### src/hw/tx_ctrl_pkg.sv
package tx_ctrl_pkg;
	// control register (top-level) bit positions
	localparam int CTRL_RESET_N_BIT  = 0;
	localparam int CTRL_PD_TX_BIT    = 1;
	localparam int CTRL_PD_SYNTH_BIT = 2;
	localparam int CTRL_PD_XOSC_BIT  = 3;
	localparam int CTRL_PDMODE_LSB   = 4;
	localparam int CTRL_FSEL_BIT     = 6;
	localparam logic [7:0] CTRL_RESET = 8'h0F;
	// modulator settings register
	localparam int MOD_TPE_BIT       = 0;
	localparam int MOD_SYNC_BIT      = 1;
	localparam logic [7:0] MOD_RESET = 8'h00;
	// interface register
	localparam int IF_LOCKIND_BIT    = 0;
	localparam int IF_BYPASS_BIT     = 1;
	localparam logic [7:0] IF_RESET  = 8'h00;
	localparam logic [7:0] OSC_RESET = 8'h88;
	localparam logic [7:0] BUF_RESET = 8'h10;
	// device register addresses
	localparam logic [2:0] ADDR_CTRL  = 3'h0;
	localparam logic [2:0] ADDR_MOD   = 3'h1;
	localparam logic [2:0] ADDR_IF    = 3'h2;
	localparam logic [2:0] ADDR_OSC   = 3'h3;
	localparam logic [2:0] ADDR_BUF   = 3'h4;
	localparam logic [2:0] ADDR_STAT  = 3'h5;
	// host software-port addresses
	localparam logic [3:0] HADDR_WADDR = 4'h0;
	localparam logic [3:0] HADDR_WDATA = 4'h1;
	localparam logic [3:0] HADDR_DATA  = 4'h2;
	localparam logic [3:0] HADDR_STAT  = 4'h3;
	localparam logic [3:0] HADDR_MASK  = 4'h4;
	localparam logic [3:0] HADDR_RDATA = 4'h5;
	localparam logic [1:0] PD_NORMAL  = 2'h0;
	localparam logic [1:0] PD_LOCKIND = 2'h1;
	// timing
	localparam int CLK_MHZ        = 40;
	localparam int TURNON_MAX_US  = 3200;
	localparam int TURNON_MIN_US  = 700;
	localparam int TURNON_CYCLES  = TURNON_MAX_US * CLK_MHZ;
	localparam int RELOCK_US      = 180;
	localparam int RELOCK_CYCLES  = RELOCK_US * CLK_MHZ;
	localparam int SYMBOL_DIV     = 260;
	localparam logic [8:0] PN_SEED = 9'h1FF;
endpackage

### src/hw/tx_link_if.sv
interface tx_link_if;
	logic       cfgWe;
	logic [2:0] cfgAddr;
	logic [7:0] cfgWdata;
	logic [7:0] cfgRdata;
	logic       txData;
	logic       strobeOut;
	logic       strobeOe;
	logic       dataClock;
	modport device (input cfgWe, input cfgAddr, input cfgWdata, output cfgRdata,
		input txData, input strobeOut, input strobeOe, output dataClock);
	modport host (output cfgWe, output cfgAddr, output cfgWdata, input cfgRdata,
		output txData, output strobeOut, output strobeOe, input dataClock);
endinterface

### src/hw/pn9_gen.sv
module pn9_gen
	import tx_ctrl_pkg::*;
(
	// clock and reset
	input  wire logic core_clk,
	input  wire logic rst,
	// control
	input  wire logic restart,
	input  wire logic advance,
	// pattern
	output logic      bitOut
);
	logic [8:0] shift_q;

	// x^9 + x^5 + 1, maximal length 511
	always_ff @(posedge core_clk or posedge rst) begin
		if (rst) begin
			shift_q <= PN_SEED;
		end else if (restart) begin
			shift_q <= PN_SEED;
		end else if (advance) begin
			shift_q <= {shift_q[7:0], shift_q[8] ^ shift_q[4]};
		end
	end

	assign bitOut = shift_q[8];
endmodule // pn9_gen

### src/hw/tx_device.sv
// Implementation choices: the placing of the registers and register access by write enable, with the strobe inputs unused.
module tx_device
	import tx_ctrl_pkg::*;
#(
	parameter int TURNON = TURNON_CYCLES,
	parameter int RELOCK = RELOCK_CYCLES,
	parameter int SYMDIV = SYMBOL_DIV
) (
	// clock and reset
	input  wire logic core_clk,
	input  wire logic rst,
	// link
	tx_link_if.device link,
	// analog-facing outputs
	output logic      modBit,
	output logic      txPowered,
	output logic      synthPowered,
	output logic      oscPowered,
	output logic      oscBypass,
	output logic [3:0] oscCurrent,
	output logic [7:0] bufferBias,
	output logic      pllLocked
);
	// symbol counter is 16 bits wide
	if (TURNON < 1 || RELOCK < 1 || SYMDIV < 2 || SYMDIV > 65536) begin : g_bad_param
		$error("bad timing parameter");
	end

	logic [7:0] ctrl_q, mod_q, if_q, osc_q, buf_q;
	logic [7:0] rdata_q;
	logic [31:0] lockCnt_q;
	logic        lockRaw_q, lockS1_q, lockS2_q;
	logic        fselPrev_q;
	logic [15:0] symCnt_q;
	logic        symTick;
	logic        data1_q, data2_q, dataPrev_q, armed_q, waitEdge_q;
	logic        data_clock_output_q, pnBit;
	logic        softReset;
	logic        synthOn;

	assign softReset = !ctrl_q[CTRL_RESET_N_BIT];
	assign synthOn   = !ctrl_q[CTRL_PD_SYNTH_BIT] && !ctrl_q[CTRL_PD_XOSC_BIT];

	// each write lands only in its own register
	always_ff @(posedge core_clk or posedge rst) begin
		if (rst) begin
			ctrl_q <= CTRL_RESET;
			mod_q  <= MOD_RESET;
			if_q   <= IF_RESET;
			osc_q  <= OSC_RESET;
			buf_q  <= BUF_RESET;
		end else if (link.cfgWe) begin
			case (link.cfgAddr)
				ADDR_CTRL: ctrl_q <= link.cfgWdata;
				ADDR_MOD:  mod_q  <= softReset ? MOD_RESET : link.cfgWdata;
				ADDR_IF:   if_q   <= softReset ? IF_RESET : link.cfgWdata;
				ADDR_OSC:  osc_q  <= softReset ? OSC_RESET : link.cfgWdata;
				ADDR_BUF:  buf_q  <= softReset ? BUF_RESET : link.cfgWdata;
				default: ;
			endcase
		end else if (softReset) begin
			mod_q <= MOD_RESET;
			if_q  <= IF_RESET;
			osc_q <= OSC_RESET;
			buf_q <= BUF_RESET;
		end
	end

	always_ff @(posedge core_clk or posedge rst) begin
		if (rst) begin
			rdata_q <= 8'h00;
		end else begin
			case (link.cfgAddr)
				ADDR_CTRL: rdata_q <= ctrl_q;
				ADDR_MOD:  rdata_q <= mod_q;
				ADDR_IF:   rdata_q <= if_q;
				ADDR_OSC:  rdata_q <= osc_q;
				ADDR_BUF:  rdata_q <= buf_q;
				ADDR_STAT: rdata_q <= {7'h00, lockS2_q};
				default:   rdata_q <= 8'h00;
			endcase
		end
	end
	assign link.cfgRdata = rdata_q;

	// behavioural lock: counts from power-up or frequency switch
	always_ff @(posedge core_clk or posedge rst) begin
		if (rst) begin
			lockCnt_q  <= 32'h0000_0000;
			lockRaw_q  <= 1'b0;
			fselPrev_q <= 1'b0;
		end else begin
			fselPrev_q <= ctrl_q[CTRL_FSEL_BIT];
			if (!synthOn || softReset) begin
				lockCnt_q <= TURNON[31:0];
				lockRaw_q <= 1'b0;
			end else if (fselPrev_q != ctrl_q[CTRL_FSEL_BIT]) begin
				lockCnt_q <= RELOCK[31:0];
				lockRaw_q <= 1'b0;
			end else if (lockCnt_q != 32'h0000_0000) begin
				lockCnt_q <= lockCnt_q - 32'h0000_0001;
			end else begin
				lockRaw_q <= 1'b1;
			end
		end
	end

	// two stages so the pin never sees a raw transition
	always_ff @(posedge core_clk or posedge rst) begin
		if (rst) begin
			lockS1_q <= 1'b0;
			lockS2_q <= 1'b0;
		end else begin
			lockS1_q <= lockRaw_q;
			lockS2_q <= lockS1_q;
		end
	end

	// symbol rate enable
	always_ff @(posedge core_clk or posedge rst) begin
		if (rst) begin
			symCnt_q <= 16'h0000;
		end else if (symTick) begin
			symCnt_q <= 16'h0000;
		end else begin
			symCnt_q <= symCnt_q + 16'h0001;
		end
	end
	assign symTick = (symCnt_q == 16'(SYMDIV - 1));

	// host data pin is outside our timing: synchronise first
	always_ff @(posedge core_clk or posedge rst) begin
		if (rst) begin
			data1_q    <= 1'b0;
			data2_q    <= 1'b0;
			dataPrev_q <= 1'b0;
		end else begin
			data1_q    <= link.txData;
			data2_q    <= data1_q;
			dataPrev_q <= data2_q;
		end
	end

	// generator waits for a data edge after being enabled
	always_ff @(posedge core_clk or posedge rst) begin
		if (rst) begin
			armed_q    <= 1'b0;
			waitEdge_q <= 1'b0;
		end else if (!mod_q[MOD_TPE_BIT]) begin
			armed_q    <= 1'b0;
			waitEdge_q <= 1'b0;
		end else if (!armed_q && !waitEdge_q) begin
			waitEdge_q <= 1'b1;
		end else if (waitEdge_q && (data2_q != dataPrev_q)) begin
			waitEdge_q <= 1'b0;
			armed_q    <= 1'b1;
		end
	end

	pn9_gen i_pn9_gen (
		.core_clk (core_clk),
		.rst      (rst),
		.restart  (!armed_q),
		.advance  (armed_q && symTick),
		.bitOut   (pnBit)
	);

	always_ff @(posedge core_clk or posedge rst) begin
		if (rst) begin
			modBit <= 1'b0;
		end else if (symTick) begin
			modBit <= mod_q[MOD_TPE_BIT] ? (armed_q & pnBit) : data2_q;
		end
	end

	// data clock: lock indicate or normal symbol clock
	always_ff @(posedge core_clk or posedge rst) begin
		if (rst) begin
			data_clock_output_q <= 1'b0;
		end else if (mod_q[MOD_SYNC_BIT] && if_q[IF_LOCKIND_BIT]
				&& ctrl_q[CTRL_PDMODE_LSB +: 2] == PD_LOCKIND) begin
			data_clock_output_q <= !lockS2_q;
		end else if (!mod_q[MOD_SYNC_BIT]) begin
			data_clock_output_q <= 1'b0;
		end else if (symTick) begin
			data_clock_output_q <= !data_clock_output_q;
		end
	end
	assign link.dataClock = data_clock_output_q;

	// outputs from registers
	always_ff @(posedge core_clk or posedge rst) begin
		if (rst) begin
			txPowered    <= 1'b0;
			synthPowered <= 1'b0;
			oscPowered   <= 1'b0;
			oscBypass    <= 1'b0;
			oscCurrent   <= 4'h0;
			bufferBias   <= 8'h00;
			pllLocked    <= 1'b0;
		end else begin
			txPowered    <= !ctrl_q[CTRL_PD_TX_BIT];
			synthPowered <= !ctrl_q[CTRL_PD_SYNTH_BIT];
			oscPowered   <= !ctrl_q[CTRL_PD_XOSC_BIT];
			oscBypass    <= if_q[IF_BYPASS_BIT];
			oscCurrent   <= ctrl_q[CTRL_FSEL_BIT] ? osc_q[7:4] : osc_q[3:0];
			bufferBias   <= buf_q;
			pllLocked    <= lockS2_q;
		end
	end
endmodule // tx_device

### src/flat_wrapper.sv
// flat-port wrapper written by rule: the top's interface ports become plain ports
module tx_device_flat import tx_ctrl_pkg::*;
#(
	parameter int TURNON = TURNON_CYCLES,
	parameter int RELOCK = RELOCK_CYCLES,
	parameter int SYMDIV = SYMBOL_DIV
)
  (core_clk, rst, modBit, txPowered, synthPowered, oscPowered, oscBypass, oscCurrent, bufferBias, pllLocked, link_cfgWe, link_cfgAddr, link_cfgWdata, link_cfgRdata, link_txData, link_strobeOut, link_strobeOe, link_dataClock);
  tx_link_if link_i ();
  input  wire logic core_clk;
  input  wire logic rst;
  output logic modBit;
  output logic txPowered;
  output logic synthPowered;
  output logic oscPowered;
  output logic oscBypass;
  output logic [3:0] oscCurrent;
  output logic [7:0] bufferBias;
  output logic pllLocked;
  input wire logic [$bits(link_i.cfgWe)-1:0] link_cfgWe;
  input wire logic [$bits(link_i.cfgAddr)-1:0] link_cfgAddr;
  input wire logic [$bits(link_i.cfgWdata)-1:0] link_cfgWdata;
  output wire logic [$bits(link_i.cfgRdata)-1:0] link_cfgRdata;
  input wire logic [$bits(link_i.txData)-1:0] link_txData;
  input wire logic [$bits(link_i.strobeOut)-1:0] link_strobeOut;
  input wire logic [$bits(link_i.strobeOe)-1:0] link_strobeOe;
  output wire logic [$bits(link_i.dataClock)-1:0] link_dataClock;
  assign link_i.cfgWe = link_cfgWe;
  assign link_i.cfgAddr = link_cfgAddr;
  assign link_i.cfgWdata = link_cfgWdata;
  assign link_cfgRdata = link_i.cfgRdata;
  assign link_i.txData = link_txData;
  assign link_i.strobeOut = link_strobeOut;
  assign link_i.strobeOe = link_strobeOe;
  assign link_dataClock = link_i.dataClock;
  tx_device #(.TURNON(TURNON), .RELOCK(RELOCK), .SYMDIV(SYMDIV)) u_core (.core_clk(core_clk), .rst(rst), .link(link_i), .modBit(modBit), .txPowered(txPowered), .synthPowered(synthPowered), .oscPowered(oscPowered), .oscBypass(oscBypass), .oscCurrent(oscCurrent), .bufferBias(bufferBias), .pllLocked(pllLocked));
endmodule
### config.mk
export PLATFORM = sky130hd
export DESIGN_NAME = tx_device_flat
export DESIGN_NICKNAME = d
export VERILOG_FILES = /design/src/hw/tx_ctrl_pkg.sv /design/src/hw/tx_link_if.sv /design/src/hw/pn9_gen.sv /design/src/hw/tx_device.sv /design/src/flat_wrapper.sv
export SDC_FILE = /design/constraint.sdc
export NUM_CORES = 1
export LEC_CHECK = 0
export ABC_AREA = 1
export BUFFER_PORTS_ARGS = -buffer_cell sky130_fd_sc_hd__buf_2
export CAP_MARGIN = 20
export CORE_ASPECT_RATIO = 0.75
export CORE_UTILIZATION = 30
export CTS_BUF_LIST = sky130_fd_sc_hd__clkbuf_8
export CTS_CLUSTER_DIAMETER = 100
export DETAILED_ROUTE_END_ITERATION = 8
export PLACE_DENSITY = 0.46
export SYNTH_ARGS = -nofsm -noshare
export SYNTH_HDL_FRONTEND = slang
export SYNTH_SLANG_ARGS = --single-unit
### constraint.sdc
create_clock -name core_clk -period 5.96 [get_ports core_clk]
set_clock_uncertainty 0.2 [all_clocks]
set_input_delay 1.192 -clock core_clk [delete_from_list [all_inputs] [get_ports core_clk]]
set_output_delay 1.192 -clock core_clk [all_outputs]
set_load 0.01 [all_outputs]
# Yosys cells after proc, flatten, opt, wreduce, memory -nomap -nowiden
# Index checks and enable logic that the tools add are counted.
[totals]
register_bits = 133
input_bits = 17
output_inout_bits = 27
word_cells = 111
[op_classes]
addsub = 2
eq_ne = 20
muxes = 35
n_bitwise = 2
n_reduce_logical = 25
[ops]
columns = ["cell", "n"]
rows = [
  ["two-way mux 8 bit", 14],
  ["two-way mux 32 bit", 3],
  ["case mux 8 bit (6 select lines)", 1],
  ["nonzero test 32 bit", 1],
  ["subtractor 32 x 1 -> 32 bit, second input constant", 1],
  ["two-way mux 9 bit", 2],
  ["adder 16 x 1 -> 16 bit, second input constant", 1],
  ["equality test 16 x 9 -> 1 bit, second input constant", 1],
  ["two-way mux 16 bit", 1],
  ["two-way mux 1 bit", 13],
  ["AND reduction 2 bit", 6],
  ["zero test 1 bit", 9],
  ["!= test 2 x 1 -> 1 bit, second input constant", 4],
  ["!= test 2 bit, second input constant", 4],
  ["equality test 3 x 2 -> 1 bit, second input constant", 2],
  ["equality test 3 bit, second input constant", 2],
  ["logical AND 1 bit", 6],
  ["!= test 3 bit, second input constant", 2],
  ["two-way mux 4 bit", 1],
  ["equality test 3 x 1 -> 1 bit, second input constant", 1],
  ["zero test 3 bit", 1],
  ["!= test 3 x 1 -> 1 bit, second input constant", 1],
  ["nonzero test 3 bit", 1],
  ["equality test 2 x 1 -> 1 bit, second input constant", 1],
  ["4 further kinds", 5],
]

# Logic depth before layout (Yosys ltp)
# Gate-level depths: netlist (run 1).
[logic_depth]
ltp_word = 5
depth_mapped = 12
depth_no_buf = 11

# Hierarchy
# From an unflattened synthesis (run 1), not the netlist that was laid out.
[hier_totals]
cells_unflattened = 768
area_unflattened_um2 = 6383.6
[modules_own_cells]
columns = ["module", "n_inst", "cells_each", "area_each_um2", "seq_area_each_um2"]
rows = [
  ["tx_device", 1, 724, 5995.8, 3111.7],
  ["pn9_gen", 1, 44, 387.9, 236.5],
]

# Least setup slack after synthesis (run 1)
# OpenSTA, ideal clock, no wires.
[synth_timing]
path_kind = "input port to flip-flop"
start = "input port link_cfgAddr[1]"
end = "register u_core.if_q[0]"
t_arrival_ns = 2.088
path_slack_ns = 3.548
cell_stages = 5
cell_sequence = "inv_1 -> nor3_4 -> nand2_1 -> nand2_2 -> mux2_2"
[synth_via]
elab_chain_cells = 3
[synth_lines]
columns = ["item", "line_no", "text"]
rows = [
  ["start, declared", "flat_wrapper.sv:21", "input wire logic [$bits(link_i.cfgAddr)-1:0] link_cfgAddr;"],
  ["equality test 3 x 2 -> 1 bit", "tx_device.sv:53", "case (link.cfgAddr)"],
  ["!= test 2 x 1 -> 1 bit (no source line)", "-", ""],
  ["AND reduction 2 bit (no source line)", "-", ""],
  ["end signal, assigned", "tx_device.sv:56", "ADDR_IF: if_q <= softReset ? IF_RESET : link.cfgWdata;"],
  ["end, declared", "tx_device.sv:29", "logic [7:0] ctrl_q, mod_q, if_q, osc_q, buf_q;"],
]
# Every way passes these cells.
# A chain may end at the register's enable or synchronous reset.

# Worst setup path after layout (run 1)
[layout_timing]
start = "input port link_cfgAddr[0]"
end = "register u_core.if_q[0]"
# Same word-level chain as after synthesis.

==> results.md, run 1 <==
| Parameter | This run |
|:---|:---|
| Dominant combinational cell family by area after synthesis | simple AND/OR/NAND/NOR gates |
| Category of the worst setup path capture point | flop |
| Area of the die | 22000 sq um |
| Worst-path fanout max | 10 |
| Total Neg Setup Slack | 0 ns |
| Worst skew pair latency | 0.46 ns |
| Outcome | completed |
| Chain of cells forming the critical path | buf_2, nor3_4, nand2_1, nand2_2, mux2_2 |
| Count of routing violations after the opening detailed-route iteration | 305 |
| Post-synth top area cell | sky130_fd_sc_hd__dfrtp_1 |
| Post-layout instance area | 7330 sq um |
| Netlist Area Pre-Place | 6410 sq um |
| Tightest Pin Transition | 0.893 ns |
| Area Overhead vs Synth | 14.3% |
| Clock transition at the registers of the reported paths | 0.09 ns |
| Cell at the slowest stage of the critical path | sky130_fd_sc_hd__nor3_4 |
| Post-place instance area | 6920 sq um |
| First-pass GRT wire length | 26.1 mm |
| Met2 track utilization from global routing | 21.0% |
| Critical path arrival | 2.57 ns |
| Max Root-Sink Buffers | 2 |
| Top-count cell post-synth | sky130_fd_sc_hd__nand2_1 |
| Vert. Die Dim | 129 um |
| Boundary Pins | 44 |
| Via count normalized by instance count | 4.47 |
| Number of setup buffers added after CTS | 0 |
| Cell family with the largest share of critical-path delay | simple AND/OR/NAND/NOR gates |
| Fraction of registers with async set/reset | 100% |
| Number of vias in the routed layout | 4982 |
| Relative slew slack | 40.5% |
| Diode insertion count for antenna repair | 0 |
| Final Setup Violations | 0 |
| Total power density per cell area | 293 nW/um^2 |
| Number of maximum-capacitance constraint violations | 0 |
| Clock root buffer | sky130_fd_sc_hd__clkbuf_8 |
| Worst vdd rail ir drop | 0.118 mV |
| Top cells by area in the synthesized netlist | sky130_fd_sc_hd__dfrtp_1 (46%), sky130_fd_sc_hd__nand2_1 (9.6%), sky130_fd_sc_hd__inv_1 (6.9%), sky130_fd_sc_hd__dfstp_2 (6.6%), sky130_fd_sc_hd__nor2_1 (6.3%) |
| Number of iterations in the first detailed-routing pass | 5 |
| Wire length after detailed routing | 15.8 mm |
| Global router's overall resource usage | 15.6% |
| Share of synthesized area spent on multiplexers | 1.35% |
| Distinct cells, synth | 45 |
| Cells resized by post-CTS repair | 0 |
| Fraction of layout cells with a size suffix above 1 | 17.3% |
| Placed wire-length estimate after detailed placement | 11.1 mm |
| Global-route layer with the greatest usage | met1 |
| Num rows | 45 |
| Largest net degree at the start of global routing | 97 |
| Hold/Removal Path Class | reg2reg |
| Worst stage delay on the critical path | 0.49 ns |
| Hold Violations, Final | 0 |
| RD Place Congestion | 0.856 |
| Inserted Clock Buffers | 17 |
| Number of buffers inserted by hold repair at cts | 0 |
| Top-area cell type share of the netlist area | 45.7% |
| Mean cell area of the mapped netlist | 8.36 sq um |
| Syn nets | 785 |
| Most used flip-flop cell after synthesis | sky130_fd_sc_hd__dfrtp_1 |
| Number of storage elements in the synthesis netlist | 133 |
| Met1 GRT Util | 24.4% |
| Final global-route overflow total | 0 |
| I/O Buffers | 41 |
| Final cycle utilization of the critical path | 40.6% |
| Leakage power summed over all cells | 3.58 nW |
| Routing usage on met3 | 3.32% |
| Number of sinks driven by the clock tree | 133 |
| Core box area | 20600 sq um |
| Synthesized-area fraction occupied by ao, oa, aoi and oai cells | 8.96% |
| Share of the yosys chip area belonging to registers | 52.3% |
| RSZ-0062 raised after global routing | false |
| Post-Synth Simple-Gate Area | 26.3% |
| Critical path launch point type | input port |
| Starting density of the core | 31.1% |
| Fraction of the mapped netlist area in adder cells | 0.391% |
| Average wire length per cell after detail routing | 14.2 um |
| Antenna violations before repair | 0 |
| Xor and xnor fraction of the mapped netlist area | 2.44% |
| Final antenna-violating net count | 0 |
| Via count of the first global-routing pass | 4827 |
| Cells after Synth | 766 |
| Min cycle time layout | 2.42 ns |
| CTS tree | yes |
| Net count, final | 839 |
| Max Slew Vio Count | 0 |
| Warnings from Yosys | 0 |
| Combined buffer and inverter count along the critical path | 1 |
| Die outline width | 171 um |
| Path type of the worst setup path | in2reg |
| Most common library cells after synthesis | sky130_fd_sc_hd__nand2_1 (164), sky130_fd_sc_hd__inv_1 (118), sky130_fd_sc_hd__dfrtp_1 (117) |
| Achievable frequency | 413 MHz |
| Number of flops mapped to enable cells by yosys | 0 |
| Required time of the worst setup path | 6.11 ns |
| CTS HTree Levels | 4 |
| Post-detailed-route DRC marker count | 0 |
power breakdown:
part           total (mW)  switching (mW)  leakage, nW  internal [mW]
Sequential           1.01          0.0456         1.72          0.963
Combinational       0.361           0.251         1.66          0.110
Clock               0.775           0.453        0.206          0.322
Total                2.15           0.750         3.58           1.40
registers in the layout, summed over array words and instances, names as in the netlist, 4 cells and up:
register / flops
u_core.lockCnt_q: 32
u_core.symCnt_q: 16
u_core.i_pn9_gen.shift_q: 9
u_core.buf_q: 8
u_core.bufferBias: 8
u_core.ctrl_q: 8
u_core.if_q: 8
u_core.link.cfgRdata: 8
u_core.mod_q: 8
u_core.osc_q: 8
u_core.oscCurrent: 4
layer usage:
| metal | part of all wire (%) | vias up |
|---|---|---|
| li1 | - | 2546 |
| met1 | 56 | 2333 |
| met2 | 39 | 87 |
| met3 | 3.5 | 16 |
| met4 | 1.3 | 0 |
| met5 | 0 | - |
per-stage QoR:
stage                     cells  setup slack (ns)  hold WS, ns  util (%)  total power [mW]
after CTS                  1115              3.52        0.165      35.5              2.17
after global placement     1083              3.08        0.139      33.6              1.39
final                      1115              3.54        0.162      35.5              2.15
after global routing       1115              3.36        0.173      35.5              2.26
after detailed placement   1083              3.07        0.142      33.6              1.39
after floorplan             766              1.04        0.131         -              1.28
kinds of logic (layout without fill, tap and decap cells):
logic type | after synthesis | count (layout)
fa+ha+maj | 2 | 2
buf+inv | 131 | 198
simple gates | 373 | 373
compound gates | 103 | 103
xor+xnor | 17 | 17
flops | 133 | 133
mux | 7 | 7
cells in the final DEF (no fill, tap or decap), types with 3 or more instances in the layout:
cell / count
sky130_fd_sc_hd__nand3_1: 31
sky130_fd_sc_hd__inv_6: 7
sky130_fd_sc_hd__nor2_1: 107
sky130_fd_sc_hd__clkinv_8: 3
sky130_fd_sc_hd__nor3_1: 8
sky130_fd_sc_hd__o21ai_1: 6
sky130_fd_sc_hd__o221ai_1: 5
sky130_fd_sc_hd__o22ai_1: 4
sky130_fd_sc_hd__nand2_2: 13
sky130_fd_sc_hd__nor2_2: 10
sky130_fd_sc_hd__nand2_4: 3
sky130_fd_sc_hd__inv_8: 6
sky130_fd_sc_hd__dfstp_2: 16
sky130_fd_sc_hd__a22oi_1: 5
sky130_fd_sc_hd__dfrtp_1: 117
sky130_fd_sc_hd__inv_1: 117
sky130_fd_sc_hd__nand4_1: 19
sky130_fd_sc_hd__nor2_4: 4
sky130_fd_sc_hd__mux2_2: 4
sky130_fd_sc_hd__nand3_2: 4
sky130_fd_sc_hd__xor2_1: 14
sky130_fd_sc_hd__clkbuf_8: 17
sky130_fd_sc_hd__buf_2: 41
sky130_fd_sc_hd__a21oi_1: 20
sky130_fd_sc_hd__o21ai_0: 56
sky130_fd_sc_hd__nand2_1: 164
worst register-to-register path, stage by stage (launching register included):
cell and delay (ns):
sky130_fd_sc_hd__dfrtp_1 0.56, sky130_fd_sc_hd__xnor2_2 0.56, sky130_fd_sc_hd__nand2_2 0.24, sky130_fd_sc_hd__clkinv_2 0.29, sky130_fd_sc_hd__nand2_2 0.12, sky130_fd_sc_hd__nand2_1 0.13, sky130_fd_sc_hd__a21oi_1 0.05
path summary, 6_finish.rpt:
path | start | to | slack (ns) | depth (start not counted)
setup / recovery | link_cfgAddr[0] | u_core.if_q[0] | 3.54 | 5
hold / removal | u_core.data1_q | u_core.data2_q | 0.16 | 0
setup reg to reg | u_core.ctrl_q[6] | u_core.lockCnt_q[5] | 3.67 | 6
hold reg to reg | u_core.data1_q | u_core.data2_q | 0.16 | 0
max in group asynchronous | rst | u_core.ctrl_q[0] | 3.74 | 3
min in group asynchronous | rst | u_core.symCnt_q[13] | 0.71 | 2
layout make-up:
| type | count | area [sq um] |
|---|---|---|
| clock buffer | 17 | 234 |
| tap | 282 | 353 |
| clock inverter | 15 | 169 |
| fill | 2212 | 13300 |
| timing repair buffer | 43 | 220 |
| sequential | 133 | 3350 |
| inverter | 123 | 473 |
| multi-input combinational | 502 | 2530 |
(Power assumes the default switching activity.)
==> run 2, diff against run 1 <==
--- a/config.mk
+++ b/config.mk
@@ -13,7 +13,7 @@
 export CTS_BUF_LIST = sky130_fd_sc_hd__clkbuf_8
 export CTS_CLUSTER_DIAMETER = 100
 export DETAILED_ROUTE_END_ITERATION = 8
-export PLACE_DENSITY = 0.46
+export PLACE_DENSITY = 0.48
 export SYNTH_ARGS = -nofsm -noshare
 export SYNTH_HDL_FRONTEND = slang
 export SYNTH_SLANG_ARGS = --single-unit
==> constraint.sdc (replaced) <==
create_clock -name core_clk -period 2.05 [get_ports core_clk]
set_clock_uncertainty 0.2 [all_clocks]
set_input_delay 0.41 -clock core_clk [delete_from_list [all_inputs] [get_ports core_clk]]
set_output_delay 0.41 -clock core_clk [all_outputs]
set_load 0.01 [all_outputs]
==> run 2 against run 1 <==
Effect of this change:
- combinational power increased to 3.4 times the previous value
- worst setup slack got worse by 3.4 ns
- clock-buffer cell count increased by 1
- register-to-register slack got worse by 3.5 ns
- critical endpoint is now u_core.lockCnt_q[20]
- largest cell class unchanged
==> results.md, run 2 (same netlist as run 1, synthesis figures left out) <==
| Parameter | This run |
|:---|:---|
| Average wire length per cell after detail routing | 14.3 um |
| Outcome | completed |
| Max Root-Sink Buffers | 2 |
| Min cycle time layout | 1.91 ns |
| Placed wire-length estimate after detailed placement | 11.9 mm |
| Tightest Pin Transition | 0.491 ns |
| Area Overhead vs Synth | 19.2% |
| Chain of cells forming the critical path | inv_1, ha_4, nand2_1, nor2_2, nand2_2, nor2_1, nand2_1, nand2_1, nand2_1, nand2_1, nor2_1 |
| Register with the most flip-flops | u_core.lockCnt_q |
| I/O Buffers | 41 |
| Wire length after detailed routing | 16.3 mm |
| Portion of total power attributed to the clock network | 35.4% |
| Vert. Die Dim | 129 um |
| Number of fill cells in the layout | 2194 |
| Switching fraction of total power | 33.3% |
| Fin Hold WS | 0.0318 ns |
| Total Power | 6.43 mW |
| Number of vias in the routed layout | 5059 |
| CTS HTree Levels | 4 |
| Internal power | 4.29 mW |
| Leading registers by flop count | u_core.lockCnt_q (32), u_core.symCnt_q (16), u_core.i_pn9_gen.shift_q (9) |
| Cell at the slowest stage of the critical path | sky130_fd_sc_hd__dfrtp_1 |
| Final global-route overflow total | 0 |
| Core box area | 20600 sq um |
| CTS tree | yes |
| Diode insertion count for antenna repair | 0 |
| Non-filler instance count after layout | 1143 |
| Post-detailed-route DRC marker count | 0 |
| Number of placed cells counting well taps | 1107 |
| Antenna violations before repair | 0 |
| Post-layout instance area | 7640 sq um |
| Clock root buffer | sky130_fd_sc_hd__clkbuf_8 |
| Most frequent cells in the layout | sky130_fd_sc_hd__nand2_1 (162), sky130_fd_sc_hd__dfrtp_1 (117), sky130_fd_sc_hd__inv_1 (116) |
| Clock transition at the registers of the reported paths | 0.09 ns |
| First-pass GRT wire length | 27.0 mm |
| Number of iterations in the first detailed-routing pass | 4 |
| Worst skew pair latency | 0.45 ns |
| Via count of the first global-routing pass | 4970 |
| Area of the die | 22000 sq um |
| Global router's overall resource usage | 16.2% |
| Max Slew Vio Count | 0 |
| Final antenna-violating net count | 0 |
| Fraction of layout cells with a size suffix above 1 | 20.2% |
| Final WS setup | 0.139 ns |
| Starting density of the core | 31.1% |
| Via count normalized by instance count | 4.43 |
| Reg-to-reg setup timing slack | 0.14 ns |
| RD Place Congestion | 0.896 |
| Die outline width | 171 um |
| Max reg flops | 32 |
| Minimum setup slack after placement | 0.0749 ns |
| Final Setup Violations | 0 |
| Leading cell type in the layout, fill and taps excluded | sky130_fd_sc_hd__nand2_1 |
| Largest net degree at the start of global routing | 35 |
| Total power density per cell area | 841 nW/um^2 |
| Relative slew slack | 67.2% |
| Number of maximum-capacitance constraint violations | 0 |
| Critical path arrival | 2.05 ns |
| Leakage power summed over all cells | 3.74 nW |
| Worst vdd rail ir drop | 0.386 mV |
| Hold/Removal Path Class | in2reg |
| Path type of the worst setup path | reg2reg |
| Achievable frequency | 523 MHz |
| Number of sinks driven by the clock tree | 133 |
| Part of the power in combinational logic | 19.1% |
| Worst-path fanout max | 8 |
| Boundary Pins | 44 |
| Worst stage delay on the critical path | 0.36 ns |
| Final cycle utilization of the critical path | 93.2% |
| Count of routing violations after the opening detailed-route iteration | 340 |
| Inserted Clock Buffers | 17 |
| Net count, final | 867 |
| Num rows | 45 |
| Cell family with the largest share of critical-path delay | simple AND/OR/NAND/NOR gates |
| Combined buffer and inverter count along the critical path | 1 |
| Hold Violations, Final | 0 |
| Most Frequent Cell on Critical Path | sky130_fd_sc_hd__nand2_1 |
| Register share of total power | 45.5% |
| Post-place instance area | 7160 sq um |
| Required time of the worst setup path | 2.19 ns |
| Category of the worst setup path capture point | flop |
| Critical path launch point type | flop |
| Sw power | 2.14 mW |
-- run 2: power by group through the flow --
stage / clock network (mW) / logic [mW] / registers, mW
5_1_grt: 2.48 / 1.38 / 2.95
3_3_place_gp: 0 / 1.18 / 2.97
6_report: 2.28 / 1.23 / 2.92
4_1_cts: 2.36 / 1.20 / 2.92
2_1_floorplan: 0 / 0.751 / 2.96
3_5_place_dp: 0 / 1.19 / 2.97
-- run 2: final timing paths --
kind / cells after the start / endpoint / start
setup / recovery: 11 / u_core.lockCnt_q[20] / u_core.lockCnt_q[0]
hold / removal: 3 / u_core.buf_q[4] / link_cfgWdata[4]
setup reg to reg: 11 / u_core.lockCnt_q[20] / u_core.lockCnt_q[0]
hold reg to reg: 0 / u_core.lockS2_q / u_core.lockS1_q
max in group asynchronous: 4 / u_core.osc_q[7] / rst
min in group asynchronous: 3 / u_core.symCnt_q[5] / rst
-- run 2: final cells by class --
| cell class | instances | area (sq um) | area share, % |
|---|---|---|---|
| well taps | 282 | 353 | 4.62 |
| flip-flops and latches | 133 | 3350 | 43.8 |
| inverters | 123 | 472 | 6.17 |
| clock buffers | 18 | 248 | 3.24 |
| clock inverters | 14 | 160 | 2.10 |
| multi-input cells | 502 | 2560 | 33.5 |
| repair buffers | 71 | 503 | 6.58 |
-- run 2: stage by stage --
stage,util [%],setup TNS [ns]
after CTS,36.9,0
after floorplan,-,-23.18
final,37.1,0
after global routing,37.1,-0.0196
after detailed placement,34.8,0
after global placement,34.8,0
-- run 2: metal layers --
metal	share of wire, %	global-route usage (%)	routed length [um]	up-vias
met5	0	0	0	-
met4	0.81	4.61	132	0
met3	3.7	3.91	602	12
met2	40	21.8	6550	74
met1	55	25.2	9020	2370
li1	-	-	-	2603
-- run 2: timing repair --
| item | 4_1_cts | 5_1_grt |
|---|---|---|
| resized for setup | 0 | 8 |
| hold endpoints to repair | 14 | 0 |
| hold buffers | 4 | 0 |
| endpoints found under the setup margin | 0 | 24 |
| setup buffers | 0 | 0 |
-- run 2: worst min-delay path: cells and delay by family --
kind,cells,cell delay (ns)
AOI/OAI and AO/OA,2,0.15
buffers and inverters,1,0.08
